===== src/slave_evt_pkg.sv =====
package slave_evt_pkg;
	// register byte offsets on the bus
	localparam logic [7:0] OFF_CTRL = 8'h00;
	localparam logic [7:0] OFF_STATUS = 8'h04;
	localparam logic [7:0] OFF_SHIFT = 8'h08;
	localparam logic [7:0] OFF_OWN_ADDR = 8'h0c;
	localparam logic [7:0] OFF_IRQ_STAT = 8'h10;
	localparam logic [7:0] OFF_IRQ_MASK = 8'h14;
	// control register fields
	localparam int unsigned CTRL_ENABLE = 0;
	localparam int unsigned CTRL_STOP_IRQ_EN = 1;
	localparam int unsigned CTRL_WAIT_TIMING = 2;
	localparam int unsigned CTRL_WAIT_REL = 3;
	localparam int unsigned CTRL_ACK_EN = 4;
	// status register fields
	localparam int unsigned ST_DIR = 0;
	localparam int unsigned ST_MASTER = 1;
	localparam int unsigned ST_ADDRESSED = 2;
	localparam int unsigned ST_EXT = 3;
	localparam int unsigned ST_ACK = 4;
	localparam int unsigned ST_STOP = 5;
	localparam int unsigned ST_BUSY = 6;
	localparam int unsigned ST_WAIT = 7;
	// interrupt status and mask fields
	localparam int unsigned IRQ_XFER = 0;
	localparam int unsigned IRQ_STOP = 1;
	localparam int unsigned IRQ_NACK = 2;
	localparam int unsigned IRQ_W = 3;
	// values after reset
	localparam logic [4:0] CTRL_RST = 5'h10;
	localparam logic [6:0] OWN_ADDR_RST = 7'h00;
	localparam logic [2:0] IRQ_MASK_RST = 3'h0;
	localparam logic [7:0] SHIFT_RST = 8'h00;
	// bit counts within one byte frame
	localparam logic [3:0] BYTE_BITS = 4'd8;
	localparam logic [3:0] ACK_CLK = 4'd9;
	// extension code prefixes and the wait release pattern
	localparam logic [3:0] EXT_PREFIX_LO = 4'h0;
	localparam logic [4:0] EXT_PREFIX_HI = 5'h1e;
	localparam logic [7:0] DATA_ALL_ONES = 8'hff;
	typedef enum logic [2:0] {
		PH_IDLE = 3'b001,
		PH_ADDR = 3'b010,
		PH_DATA = 3'b100
	} phase_t;
endpackage


===== src/i2c_slave_event.sv =====
`timescale 1ns/1ps
// What this block does
// - as slave transmitter keep sending while acked, stop after a nack.
// - a receiver ends by leaving the ack bit high after its last byte.
// - an extension code after start always makes this slave take part.
// - after a data byte event hold clock low until software releases.
// - an address matching neither own address nor extension code is ignored.
// - a readable direction flag shows transmitting or receiving.
// - master flag is refreshed in the same cycle as every transfer event.
// - stop raises the stop event only while stop event enable is set.
// - transmit data leaves msb first, shifting on clock falling edges.
// - the data line is sampled into the shift register on rising edges.
// - a slave wait ends on a data write (all ones when receiving) or the release bit.
module i2c_slave_event
	import slave_evt_pkg::*;
(
	input wire logic core_clk,
	input wire logic rstn,
	input wire logic hsel,
	input wire logic [31:0] haddr,
	input wire logic [1:0] htrans,
	input wire logic hwrite,
	input wire logic [2:0] hsize,
	input wire logic [31:0] hwdata,
	input wire logic hready,
	output logic hreadyout,
	output logic hresp,
	output logic [31:0] hrdata,
	input wire logic serial_clock_pin_i,
	output logic serial_clock_pin_o,
	output logic serial_clock_pin_oe,
	input wire logic serial_data_pin_i,
	output logic serial_data_pin_o,
	output logic serial_data_pin_oe,
	output logic serial_event_irq
);
	logic [1:0] pins_s;
	logic scl_s;
	logic sda_s;
	logic scl_d_q;
	logic sda_d_q;
	logic scl_rise;
	logic scl_fall;
	logic start_det;
	logic stop_det;
	logic wr_pend_q;
	logic [7:0] wr_addr_q;
	logic [31:0] hrdata_q;
	logic [31:0] rd_word;
	logic wr_ctrl;
	logic wr_shift;
	logic wr_own;
	logic wr_stat;
	logic wr_mask;
	logic enable_q;
	logic stop_irq_enable;
	logic wait_irq_timing_select;
	logic ack_en_q;
	logic wait_release_bit;
	logic [6:0] own_slave_address_reg;
	logic [7:0] serial_shift_reg;
	logic [IRQ_W-1:0] irq_stat_q;
	logic [IRQ_W-1:0] irq_mask_q;
	logic [IRQ_W-1:0] irq_set;
	phase_t phase_q;
	logic [3:0] bit_cnt_q;
	logic ack_slot_q;
	logic tx_bit_q;
	logic transmit_direction_flag;
	logic nack_q;
	logic ext_q;
	logic busy_q;
	logic stop_seen_q;
	logic wait_q;
	logic master_state_flag;
	logic active;
	logic own_hit;
	logic ext_hit;
	logic ack_fall;
	logic nine_fall;
	logic tx_nack_end;
	logic ev_byte;
	logic release_wait;
	logic [7:0] status_byte;

	// both pins come from the bus, so they cross into core_clk first
	pin_sync #(.W(2)) u_pin_sync (
		.core_clk(core_clk),
		.rstn(rstn),
		.d({serial_clock_pin_i, serial_data_pin_i}),
		.q(pins_s)
	);
	assign scl_s = pins_s[1];
	assign sda_s = pins_s[0];

	// previous pin levels for edge and condition detection
	always_ff @(posedge core_clk) begin
		if (!rstn) begin
			scl_d_q <= 1'b1;
			sda_d_q <= 1'b1;
		end else begin
			scl_d_q <= scl_s;
			sda_d_q <= sda_s;
		end
	end

	// start: data falls with clock high; stop: data rises with clock high
	assign scl_rise = scl_s & ~scl_d_q;
	assign scl_fall = ~scl_s & scl_d_q;
	assign start_det = enable_q & scl_s & scl_d_q & sda_d_q & ~sda_s;
	assign stop_det = enable_q & scl_s & scl_d_q & ~sda_d_q & sda_s;

	// bus slave: zero wait states, always OKAY
	assign hreadyout = 1'b1;
	assign hresp = 1'b0;
	assign hrdata = hrdata_q;

	// latch write address phase; the data phase commits on the next edge
	always_ff @(posedge core_clk) begin
		if (!rstn) begin
			wr_pend_q <= 1'b0;
			wr_addr_q <= 8'h00;
		end else begin
			wr_pend_q <= hsel & htrans[1] & hready & hwrite;
			wr_addr_q <= haddr[7:0];
		end
	end

	// write strobes per register; unmapped offsets are dropped
	assign wr_ctrl = wr_pend_q & (wr_addr_q == OFF_CTRL);
	assign wr_shift = wr_pend_q & (wr_addr_q == OFF_SHIFT);
	assign wr_own = wr_pend_q & (wr_addr_q == OFF_OWN_ADDR);
	assign wr_stat = wr_pend_q & (wr_addr_q == OFF_IRQ_STAT);
	assign wr_mask = wr_pend_q & (wr_addr_q == OFF_IRQ_MASK);
	assign wait_release_bit = wr_ctrl & hwdata[CTRL_WAIT_REL];

	// status snapshot, read as one byte
	assign status_byte = {wait_q, busy_q, stop_seen_q, ~nack_q, ext_q, phase_q != PH_IDLE,
		master_state_flag, transmit_direction_flag};

	// read mux; unmapped offsets read zero
	always_comb begin
		rd_word = 32'h0000_0000;
		unique case (haddr[7:0])
			OFF_CTRL: rd_word[4:0] = {ack_en_q, 1'b0, wait_irq_timing_select,
				stop_irq_enable, enable_q};
			OFF_STATUS: rd_word[7:0] = status_byte;
			OFF_SHIFT: rd_word[7:0] = serial_shift_reg;
			OFF_OWN_ADDR: rd_word[7:0] = {own_slave_address_reg, 1'b0};
			OFF_IRQ_STAT: rd_word[IRQ_W-1:0] = irq_stat_q;
			OFF_IRQ_MASK: rd_word[IRQ_W-1:0] = irq_mask_q;
			default: rd_word = 32'h0000_0000;
		endcase
	end

	// read data is captured at the address phase and stands in the data phase
	always_ff @(posedge core_clk) begin
		if (!rstn) begin
			hrdata_q <= 32'h0000_0000;
		end else if (hsel & htrans[1] & hready & ~hwrite) begin
			hrdata_q <= rd_word;
		end
	end

	// control and address registers
	always_ff @(posedge core_clk) begin
		if (!rstn) begin
			enable_q <= CTRL_RST[CTRL_ENABLE];
			stop_irq_enable <= CTRL_RST[CTRL_STOP_IRQ_EN];
			wait_irq_timing_select <= CTRL_RST[CTRL_WAIT_TIMING];
			ack_en_q <= CTRL_RST[CTRL_ACK_EN];
			own_slave_address_reg <= OWN_ADDR_RST;
			irq_mask_q <= IRQ_MASK_RST;
		end else begin
			if (wr_ctrl) begin
				enable_q <= hwdata[CTRL_ENABLE];
				stop_irq_enable <= hwdata[CTRL_STOP_IRQ_EN];
				wait_irq_timing_select <= hwdata[CTRL_WAIT_TIMING];
				ack_en_q <= hwdata[CTRL_ACK_EN];
			end
			if (wr_own) begin
				own_slave_address_reg <= hwdata[7:1];
			end
			if (wr_mask) begin
				irq_mask_q <= hwdata[IRQ_W-1:0];
			end
		end
	end

	// address decode on the received first byte
	assign active = phase_q != PH_IDLE;
	assign own_hit = serial_shift_reg[7:1] == own_slave_address_reg;
	assign ext_hit = (serial_shift_reg[7:4] == EXT_PREFIX_LO) |
		(serial_shift_reg[7:3] == EXT_PREFIX_HI);
	assign ack_fall = active & scl_fall & (bit_cnt_q == BYTE_BITS);
	assign nine_fall = active & scl_fall & (bit_cnt_q == ACK_CLK);
	assign tx_nack_end = nine_fall & (phase_q == PH_DATA) & transmit_direction_flag & nack_q;

	// transfer event after clock eight or nine of data; address always nine
	assign ev_byte = (ack_fall & (phase_q == PH_DATA) & ~wait_irq_timing_select) |
		(nine_fall & ((phase_q == PH_ADDR) | wait_irq_timing_select));

	// byte framing and participation state
	always_ff @(posedge core_clk) begin
		if (!rstn || !enable_q) begin
			phase_q <= PH_IDLE;
			bit_cnt_q <= 4'd0;
			ack_slot_q <= 1'b0;
			tx_bit_q <= 1'b0;
			transmit_direction_flag <= 1'b0;
			nack_q <= 1'b0;
			ext_q <= 1'b0;
		end else if (start_det) begin
			// a repeated start also lands here and re-arms address matching
			phase_q <= PH_ADDR;
			bit_cnt_q <= 4'd0;
			ack_slot_q <= 1'b0;
			tx_bit_q <= 1'b0;
			transmit_direction_flag <= 1'b0;
			nack_q <= 1'b0;
			ext_q <= 1'b0;
		end else if (stop_det) begin
			phase_q <= PH_IDLE;
			bit_cnt_q <= 4'd0;
			ack_slot_q <= 1'b0;
			tx_bit_q <= 1'b0;
		end else if (active) begin
			if (scl_rise && bit_cnt_q != ACK_CLK) begin
				bit_cnt_q <= bit_cnt_q + 4'd1;
				if (bit_cnt_q == BYTE_BITS && transmit_direction_flag && phase_q == PH_DATA) begin
					nack_q <= sda_s; // high on the ack clock means no more data wanted
				end
			end
			if (ack_fall) begin
				tx_bit_q <= 1'b0;
				unique case (phase_q)
					PH_ADDR: begin
						if (own_hit || ext_hit) begin
							ack_slot_q <= 1'b1;
							ext_q <= ext_hit & ~own_hit;
							transmit_direction_flag <= serial_shift_reg[0] & own_hit;
						end else begin
							phase_q <= PH_IDLE;
						end
					end
					PH_DATA: begin
						ack_slot_q <= ~transmit_direction_flag;
					end
					PH_IDLE: begin
						ack_slot_q <= 1'b0;
					end
				endcase
			end
			if (nine_fall) begin
				bit_cnt_q <= 4'd0;
				ack_slot_q <= 1'b0;
				if (tx_nack_end) begin
					phase_q <= PH_IDLE;
					tx_bit_q <= 1'b0;
				end else begin
					phase_q <= PH_DATA;
					tx_bit_q <= transmit_direction_flag;
				end
			end
		end
	end

	// shift register: software load, receive on rise, transmit on fall
	always_ff @(posedge core_clk) begin
		if (!rstn) begin
			serial_shift_reg <= SHIFT_RST;
		end else if (wr_shift) begin
			serial_shift_reg <= hwdata[7:0];
		end else if (active && scl_rise && !tx_bit_q && bit_cnt_q < BYTE_BITS) begin
			serial_shift_reg <= {serial_shift_reg[6:0], sda_s};
		end else if (tx_bit_q && scl_fall && bit_cnt_q != 4'd0 && bit_cnt_q < BYTE_BITS) begin
			serial_shift_reg <= {serial_shift_reg[6:0], 1'b1};
		end
	end

	// wait release: any data write (all ones when receiving) or the release bit
	assign release_wait = wait_release_bit | (wr_shift & (hwdata[7:0] == DATA_ALL_ONES)) |
		(wr_shift & transmit_direction_flag);

	// clock hold; a new event wins over a release in the same cycle
	always_ff @(posedge core_clk) begin
		if (!rstn || !enable_q || start_det || stop_det) begin
			wait_q <= 1'b0;
		end else if (ev_byte) begin
			wait_q <= 1'b1;
		end else if (release_wait) begin
			wait_q <= 1'b0;
		end
	end

	// bus progress flags
	always_ff @(posedge core_clk) begin
		if (!rstn || !enable_q) begin
			busy_q <= 1'b0;
			stop_seen_q <= 1'b0;
		end else if (start_det) begin
			busy_q <= 1'b1;
			stop_seen_q <= 1'b0;
		end else if (stop_det) begin
			busy_q <= 1'b0;
			stop_seen_q <= 1'b1;
		end
	end

	// slave-only engine: no arbitration is ever won, refreshed in the same cycle as each event
	always_ff @(posedge core_clk) begin
		if (!rstn) begin
			master_state_flag <= 1'b0;
		end else if (start_det || stop_det || ack_fall || nine_fall) begin
			master_state_flag <= 1'b0;
		end
	end

	// sticky events; the stop event only while enabled
	always_comb begin
		irq_set = '0;
		irq_set[IRQ_XFER] = ev_byte;
		irq_set[IRQ_STOP] = stop_det & stop_irq_enable;
		irq_set[IRQ_NACK] = tx_nack_end;
	end

	// write one to clear; a set in the same cycle wins
	always_ff @(posedge core_clk) begin
		if (!rstn) begin
			irq_stat_q <= '0;
		end else begin
			irq_stat_q <= (irq_stat_q & ~(wr_stat ? hwdata[IRQ_W-1:0] : '0)) | irq_set;
		end
	end

	assign serial_event_irq = |(irq_stat_q & irq_mask_q);

	// open-drain pins: only ever pull low
	assign serial_clock_pin_o = 1'b0;
	assign serial_data_pin_o = 1'b0;
	assign serial_clock_pin_oe = wait_q;
	// receive ack follows the ack enable, so clearing it ends reception
	assign serial_data_pin_oe = (ack_slot_q & ((phase_q == PH_ADDR) | ack_en_q)) |
		(tx_bit_q & ~serial_shift_reg[7]);

	// checks
	a_wait_holds: assert property (@(posedge core_clk) disable iff (!rstn)
		(wait_q && !release_wait && !stop_det && !start_det && enable_q) |=>
		wait_q && serial_clock_pin_oe)
		else $error("clock wait dropped without release");
	a_wait_release: assert property (@(posedge core_clk) disable iff (!rstn)
		(wait_q && release_wait && !ev_byte) |=> !serial_clock_pin_oe)
		else $error("clock wait not released");
	a_stop_irq_gated: assert property (@(posedge core_clk) disable iff (!rstn)
		(stop_det && !stop_irq_enable && !irq_stat_q[IRQ_STOP]) |=> !irq_stat_q[IRQ_STOP])
		else $error("stop event raised while disabled");
	a_stop_irq_raised: assert property (@(posedge core_clk) disable iff (!rstn)
		(stop_det && stop_irq_enable) |=> irq_stat_q[IRQ_STOP])
		else $error("stop event missing");
	a_address_miss: assert property (@(posedge core_clk) disable iff (!rstn)
		(ack_fall && phase_q == PH_ADDR && !own_hit && !ext_hit && !start_det && !stop_det) |=>
		phase_q == PH_IDLE && !serial_data_pin_oe)
		else $error("unmatched address answered");
	a_ext_joins: assert property (@(posedge core_clk) disable iff (!rstn)
		(ack_fall && phase_q == PH_ADDR && ext_hit && enable_q && !start_det && !stop_det) |=>
		ack_slot_q ##0 serial_data_pin_oe)
		else $error("extension code not acknowledged");
	a_nack_ends: assert property (@(posedge core_clk) disable iff (!rstn)
		(tx_nack_end && !start_det && !stop_det) |=> phase_q == PH_IDLE && !tx_bit_q)
		else $error("transmission continued after nack");
	a_early_event: assert property (@(posedge core_clk) disable iff (!rstn)
		(ack_fall && phase_q == PH_DATA && !wait_irq_timing_select && enable_q && !start_det &&
		!stop_det) |=> wait_q && irq_stat_q[IRQ_XFER])
		else $error("eighth clock event missing");
	a_rx_sample: assert property (@(posedge core_clk) disable iff (!rstn)
		(active && scl_rise && !tx_bit_q && bit_cnt_q < BYTE_BITS && !wr_shift && !start_det &&
		!stop_det) |=> serial_shift_reg[0] == $past(sda_s))
		else $error("data line not sampled");
	a_master_fresh: assert property (@(posedge core_clk) disable iff (!rstn)
		ev_byte |=> !master_state_flag)
		else $error("master flag stale at event");
endmodule


===== src/pin_sync.sv =====
`timescale 1ns/1ps
module pin_sync #(
	parameter int unsigned W = 2
) (
	input wire logic core_clk,
	input wire logic rstn,
	input wire logic [W-1:0] d,
	output logic [W-1:0] q
);
	logic [W-1:0] meta_q;

	// two stages; the first is read by the second only, bus idles high
	always_ff @(posedge core_clk) begin
		if (!rstn) begin
			meta_q <= '1;
			q <= '1;
		end else begin
			meta_q <= d;
			q <= meta_q;
		end
	end
endmodule


===== config.mk =====
export PLATFORM = sky130hd
export DESIGN_NAME = i2c_slave_event
export DESIGN_NICKNAME = d
export VERILOG_FILES = /design/src/slave_evt_pkg.sv /design/src/i2c_slave_event.sv /design/src/pin_sync.sv
export SDC_FILE = /design/constraint.sdc
export NUM_CORES = 1
export LEC_CHECK = 0
export BUFFER_PORTS_ARGS = -buffer_cell sky130_fd_sc_hd__buf_2
export CORE_MARGIN = 2
export CORE_UTILIZATION = 25
export DETAILED_ROUTE_END_ITERATION = 10
export PLACE_DENSITY = 0.51
export SLEW_MARGIN = 15
export SYNTH_ARGS = -nofsm -noshare
export SYNTH_HDL_FRONTEND = slang
export SYNTH_SLANG_ARGS = --single-unit

===== constraint.sdc =====
create_clock -name core_clk -period 2 [get_ports core_clk]
set_input_delay 0.3 -clock core_clk [delete_from_list [all_inputs] [get_ports core_clk]]
set_output_delay 0.3 -clock core_clk [all_outputs]
set_load 0.1 [all_outputs]

==> results.json <==
{
  "nFillCells": 1391,
  "critPathCaptureType": "register",
  "avgViaCountPerCell": 4.53,
  "start_kind": "register",
  "syn2layout_area_growth_pct": 18.4,
  "relSlewSlack_pct": 58.0,
  "synth.most_common_cell": "dfxtp_1",
  "clock_latency_ns": 0.32,
  "power.leakage_nw": 1.50,
  "rr_endpoint": "phase_q[0]$_SDFFE_PP1P_",
  "synth_commonest_cells": "63 x dfxtp_1, 33 x nor2_1, 29 x buf_4, 27 x mux2i_1, 23 x o21ai_0",
  "ioPinCount": 115,
  "drc": 0,
  "grt_pass1_vias": 2532,
  "worst_slack_ns": 0.148,
  "hp-class": "input port to register",
  "cts_sinks": 63,
  "synthTopCellsByArea": "dfxtp_1 39%, mux2i_1 8.4%, buf_4 6.8%",
  "tightest_slew_ns": 0.627,
  "fmax_mhz": 540,
  "syn-instance-count": 356,
  "syn_area_sq_mm": 0.00322,
  "ys.flop_type": "dfxtp_1",
  "r2r_cells": 7,
  "finalSetupTns_ns": 0,
  "start_util_pct": 25.5,
  "cts_tree": "yes",
  "cts.path.max_buffers": 2,
  "ctsResizeCount": 0,
  "post-route-util_pct": 30.2,
  "finClkSkew_ns": 0.00507,
  "antenna_found_initial": 0,
  "drt_pass1_iterations": 4,
  "port_buffers": 34,
  "wl_per_cell_um": 13.8,
  "drtIter0Drc": 157,
  "routed_wl_um": 7880,
  "cts.clk_slew.worst_paths_ns": 0.05,
  "via_count": 2594,
  "die_w_um": 118,
  "ys_seq_elements": 63,
  "hold_viol_final": 0,
  "post-cts-setup-buffers": 0,
  "synth_top_cell_by_area": "dfxtp_1",
  "gp_congestion": 0.802,
  "core.rowCount": 41,
  "crit_type": "register to register",
  "nets": 474,
  "total_power_mw": 3.19,
  "fp.coreArea_sq_mm": 0.0126,
  "grt_max_degree": 33,
  "final.min_clock_period_ns": 1.85,
  "synth.distinct_cells": 67,
  "worstSetupEndpoint": "phase_q[0]$_SDFFE_PP1P_",
  "layout-drive-gt1-share_pct": 20.3,
  "path_max_fanout": 7,
  "reg2reg_from": "bit_cnt_q[1]$_SDFFE_PP0P_",
  "synth_edf_count": 0,
  "drv_slew": 0,
  "grt_pass1_wl_um": 13100,
  "status": "completed",
  "cap_violations": 0,
  "grtUsageTotal_pct": 11.8,
  "htreeDepth": 3,
  "die_height_um": 118,
  "holdBufCountCts": 0,
  "regToRegSetupSlack_ns": 0.15,
  "crit_required_ns": 2.21,
  "synth-async-reset-ratio_pct": 0,
  "gr-total-overflow": 0,
  "yosysWarnings": 0,
  "diodes": 0,
  "crit_start": "bit_cnt_q[1]$_SDFFE_PP0P_",
  "crit_arrival_ns": 2.06,
  "cts_root_buf": "clkbuf_16",
  "syn_area_per_cell_sq_um": 9.05,
  "cts_made_buffers": 9,
  "period_share_pct": 92.6,
  "ant_nets": 0,
  "rsz0062_at_grt": "false",
  "dp_slack_ns": 0.168,
  "vdd_drop_max_uv": 359,
  "die-area_sq_mm": 0.0138,
  "dp_hpwl_um": 5830,
  "power_density_mw_per_mm2": 835,
  "synth_top_area_share_pct": 39.1,
  "setup_viol": 0,
  "ys_seq_area_share_pct": 39.1
}
==> through the flow <==
stage	instance area (sq um)	std cells	hold slack, ns
floorplan	3320	382	0.386
global placement	3520	556	0.391
detailed placement	3520	556	0.393
CTS	3820	572	0.144
global route	3820	572	0.166
finish	3820	572	0.157
==> critical path, cell delays in order, from the launching register on <==
cell,delay (ns)
dfxtp_1,0.33
inv_1,0.10
ha_1,0.14
and3b_1,0.27
nor3b_4,0.35
nor2_2,0.06
and3_1,0.19
a311o_1,0.30
==> power by group <==
part           leakage (nW)  internal [mW]  switching [mW]
clock network         0.144          0.991           0.567
logic                 0.848         0.0459           0.301
registers             0.511           1.27          0.0111
total                  1.50           2.31           0.879
==> cell usage in the layout, fill, tap and decap left out, drive strengths merged, types with 2 or more instances in the layout <==
master | netlist | routed
a21boi | 3 | 3
a21oi | 19 | 19
a22oi | 3 | 3
a2bb2oi | 2 | 2
and2 | 9 | 9
and3b | 2 | 2
buf | 33 | 43
clkbuf | 8 | 10
clkinv | 1 | 4
clkinvlp | 0 | 2
conb | 2 | 28
dfxtp | 63 | 63
ha | 3 | 3
inv | 7 | 7
mux2 | 5 | 5
mux2i | 27 | 27
mux4 | 2 | 2
nand2 | 16 | 16
nand2b | 14 | 14
nand3 | 16 | 16
nand3b | 2 | 2
nand4 | 3 | 3
nand4b | 2 | 2
nor2 | 34 | 34
nor3 | 8 | 8
nor3b | 5 | 5
nor4 | 3 | 3
o21a | 2 | 2
o21ai | 24 | 24
o22ai | 2 | 2
or2 | 3 | 3
or3 | 2 | 2
or4 | 2 | 2
xnor2 | 9 | 9
==> metal layers <==
metal / share of wire, % / global-route usage, %
met3: 6.0 / 3.20
met2: 46 / 18.6
met4: 1.0 / 4.29
met5: 0 / 0
met1: 47 / 15.7
==> cell type report <==
type / instances / area (sq um) / area share, %
Timing Repair Buffer: 43 / 253 / 6.62
Tap cell: 172 / 215 / 5.64
Clock inverter: 6 / 60.1 / 1.57
Inverter: 8 / 30.0 / 0.787
Multi-Input combinational cell: 270 / 1760 / 46.1
Sequential cell: 63 / 1260 / 33.0
Clock buffer: 10 / 239 / 6.26
==> how the worst min path moves through the flow <==
| stage | slack, ns | start | cells past startpoint | endpoint |
|---|---|---|---|---|
| final | 0.16 | serial_data_pin_i | 2 | u_pin_sync.meta_q[0]$_SDFF_PN1_ |
| after global routing | 0.17 | serial_clock_pin_i | 2 | u_pin_sync.meta_q[1]$_SDFF_PN1_ |
| after CTS | 0.14 | serial_data_pin_i | 2 | u_pin_sync.meta_q[0]$_SDFF_PN1_ |
| after detailed placement | 0.39 | u_pin_sync.meta_q[0]$_SDFF_PN1_ | 1 | u_pin_sync.q[0]$_SDFF_PN1_ |
| after global placement | 0.39 | u_pin_sync.meta_q[0]$_SDFF_PN1_ | 1 | u_pin_sync.q[0]$_SDFF_PN1_ |
| after floorplan | 0.39 | u_pin_sync.meta_q[0]$_SDFF_PN1_ | 1 | u_pin_sync.q[0]$_SDFF_PN1_ |
==> kinds of logic (layout without fill, tap and decap cells) <==
kind of cell | count (synthesis) | after routing | synth area share (%)
AOI/OAI and AO/OA | 68 | 68 | 13.4
xor gates and xnor gates | 10 | 10 | 2.72
adders and majority gates | 3 | 3 | 1.17
buffers and inverters | 49 | 67 | 9.44
DFF | 63 | 63 | 39.1
muxes | 34 | 34 | 11.5
other | 2 | 28 | 0.233
and+or+nand+nor | 127 | 127 | 22.4
No activity file was read; power rests on OpenSTA's default activity.
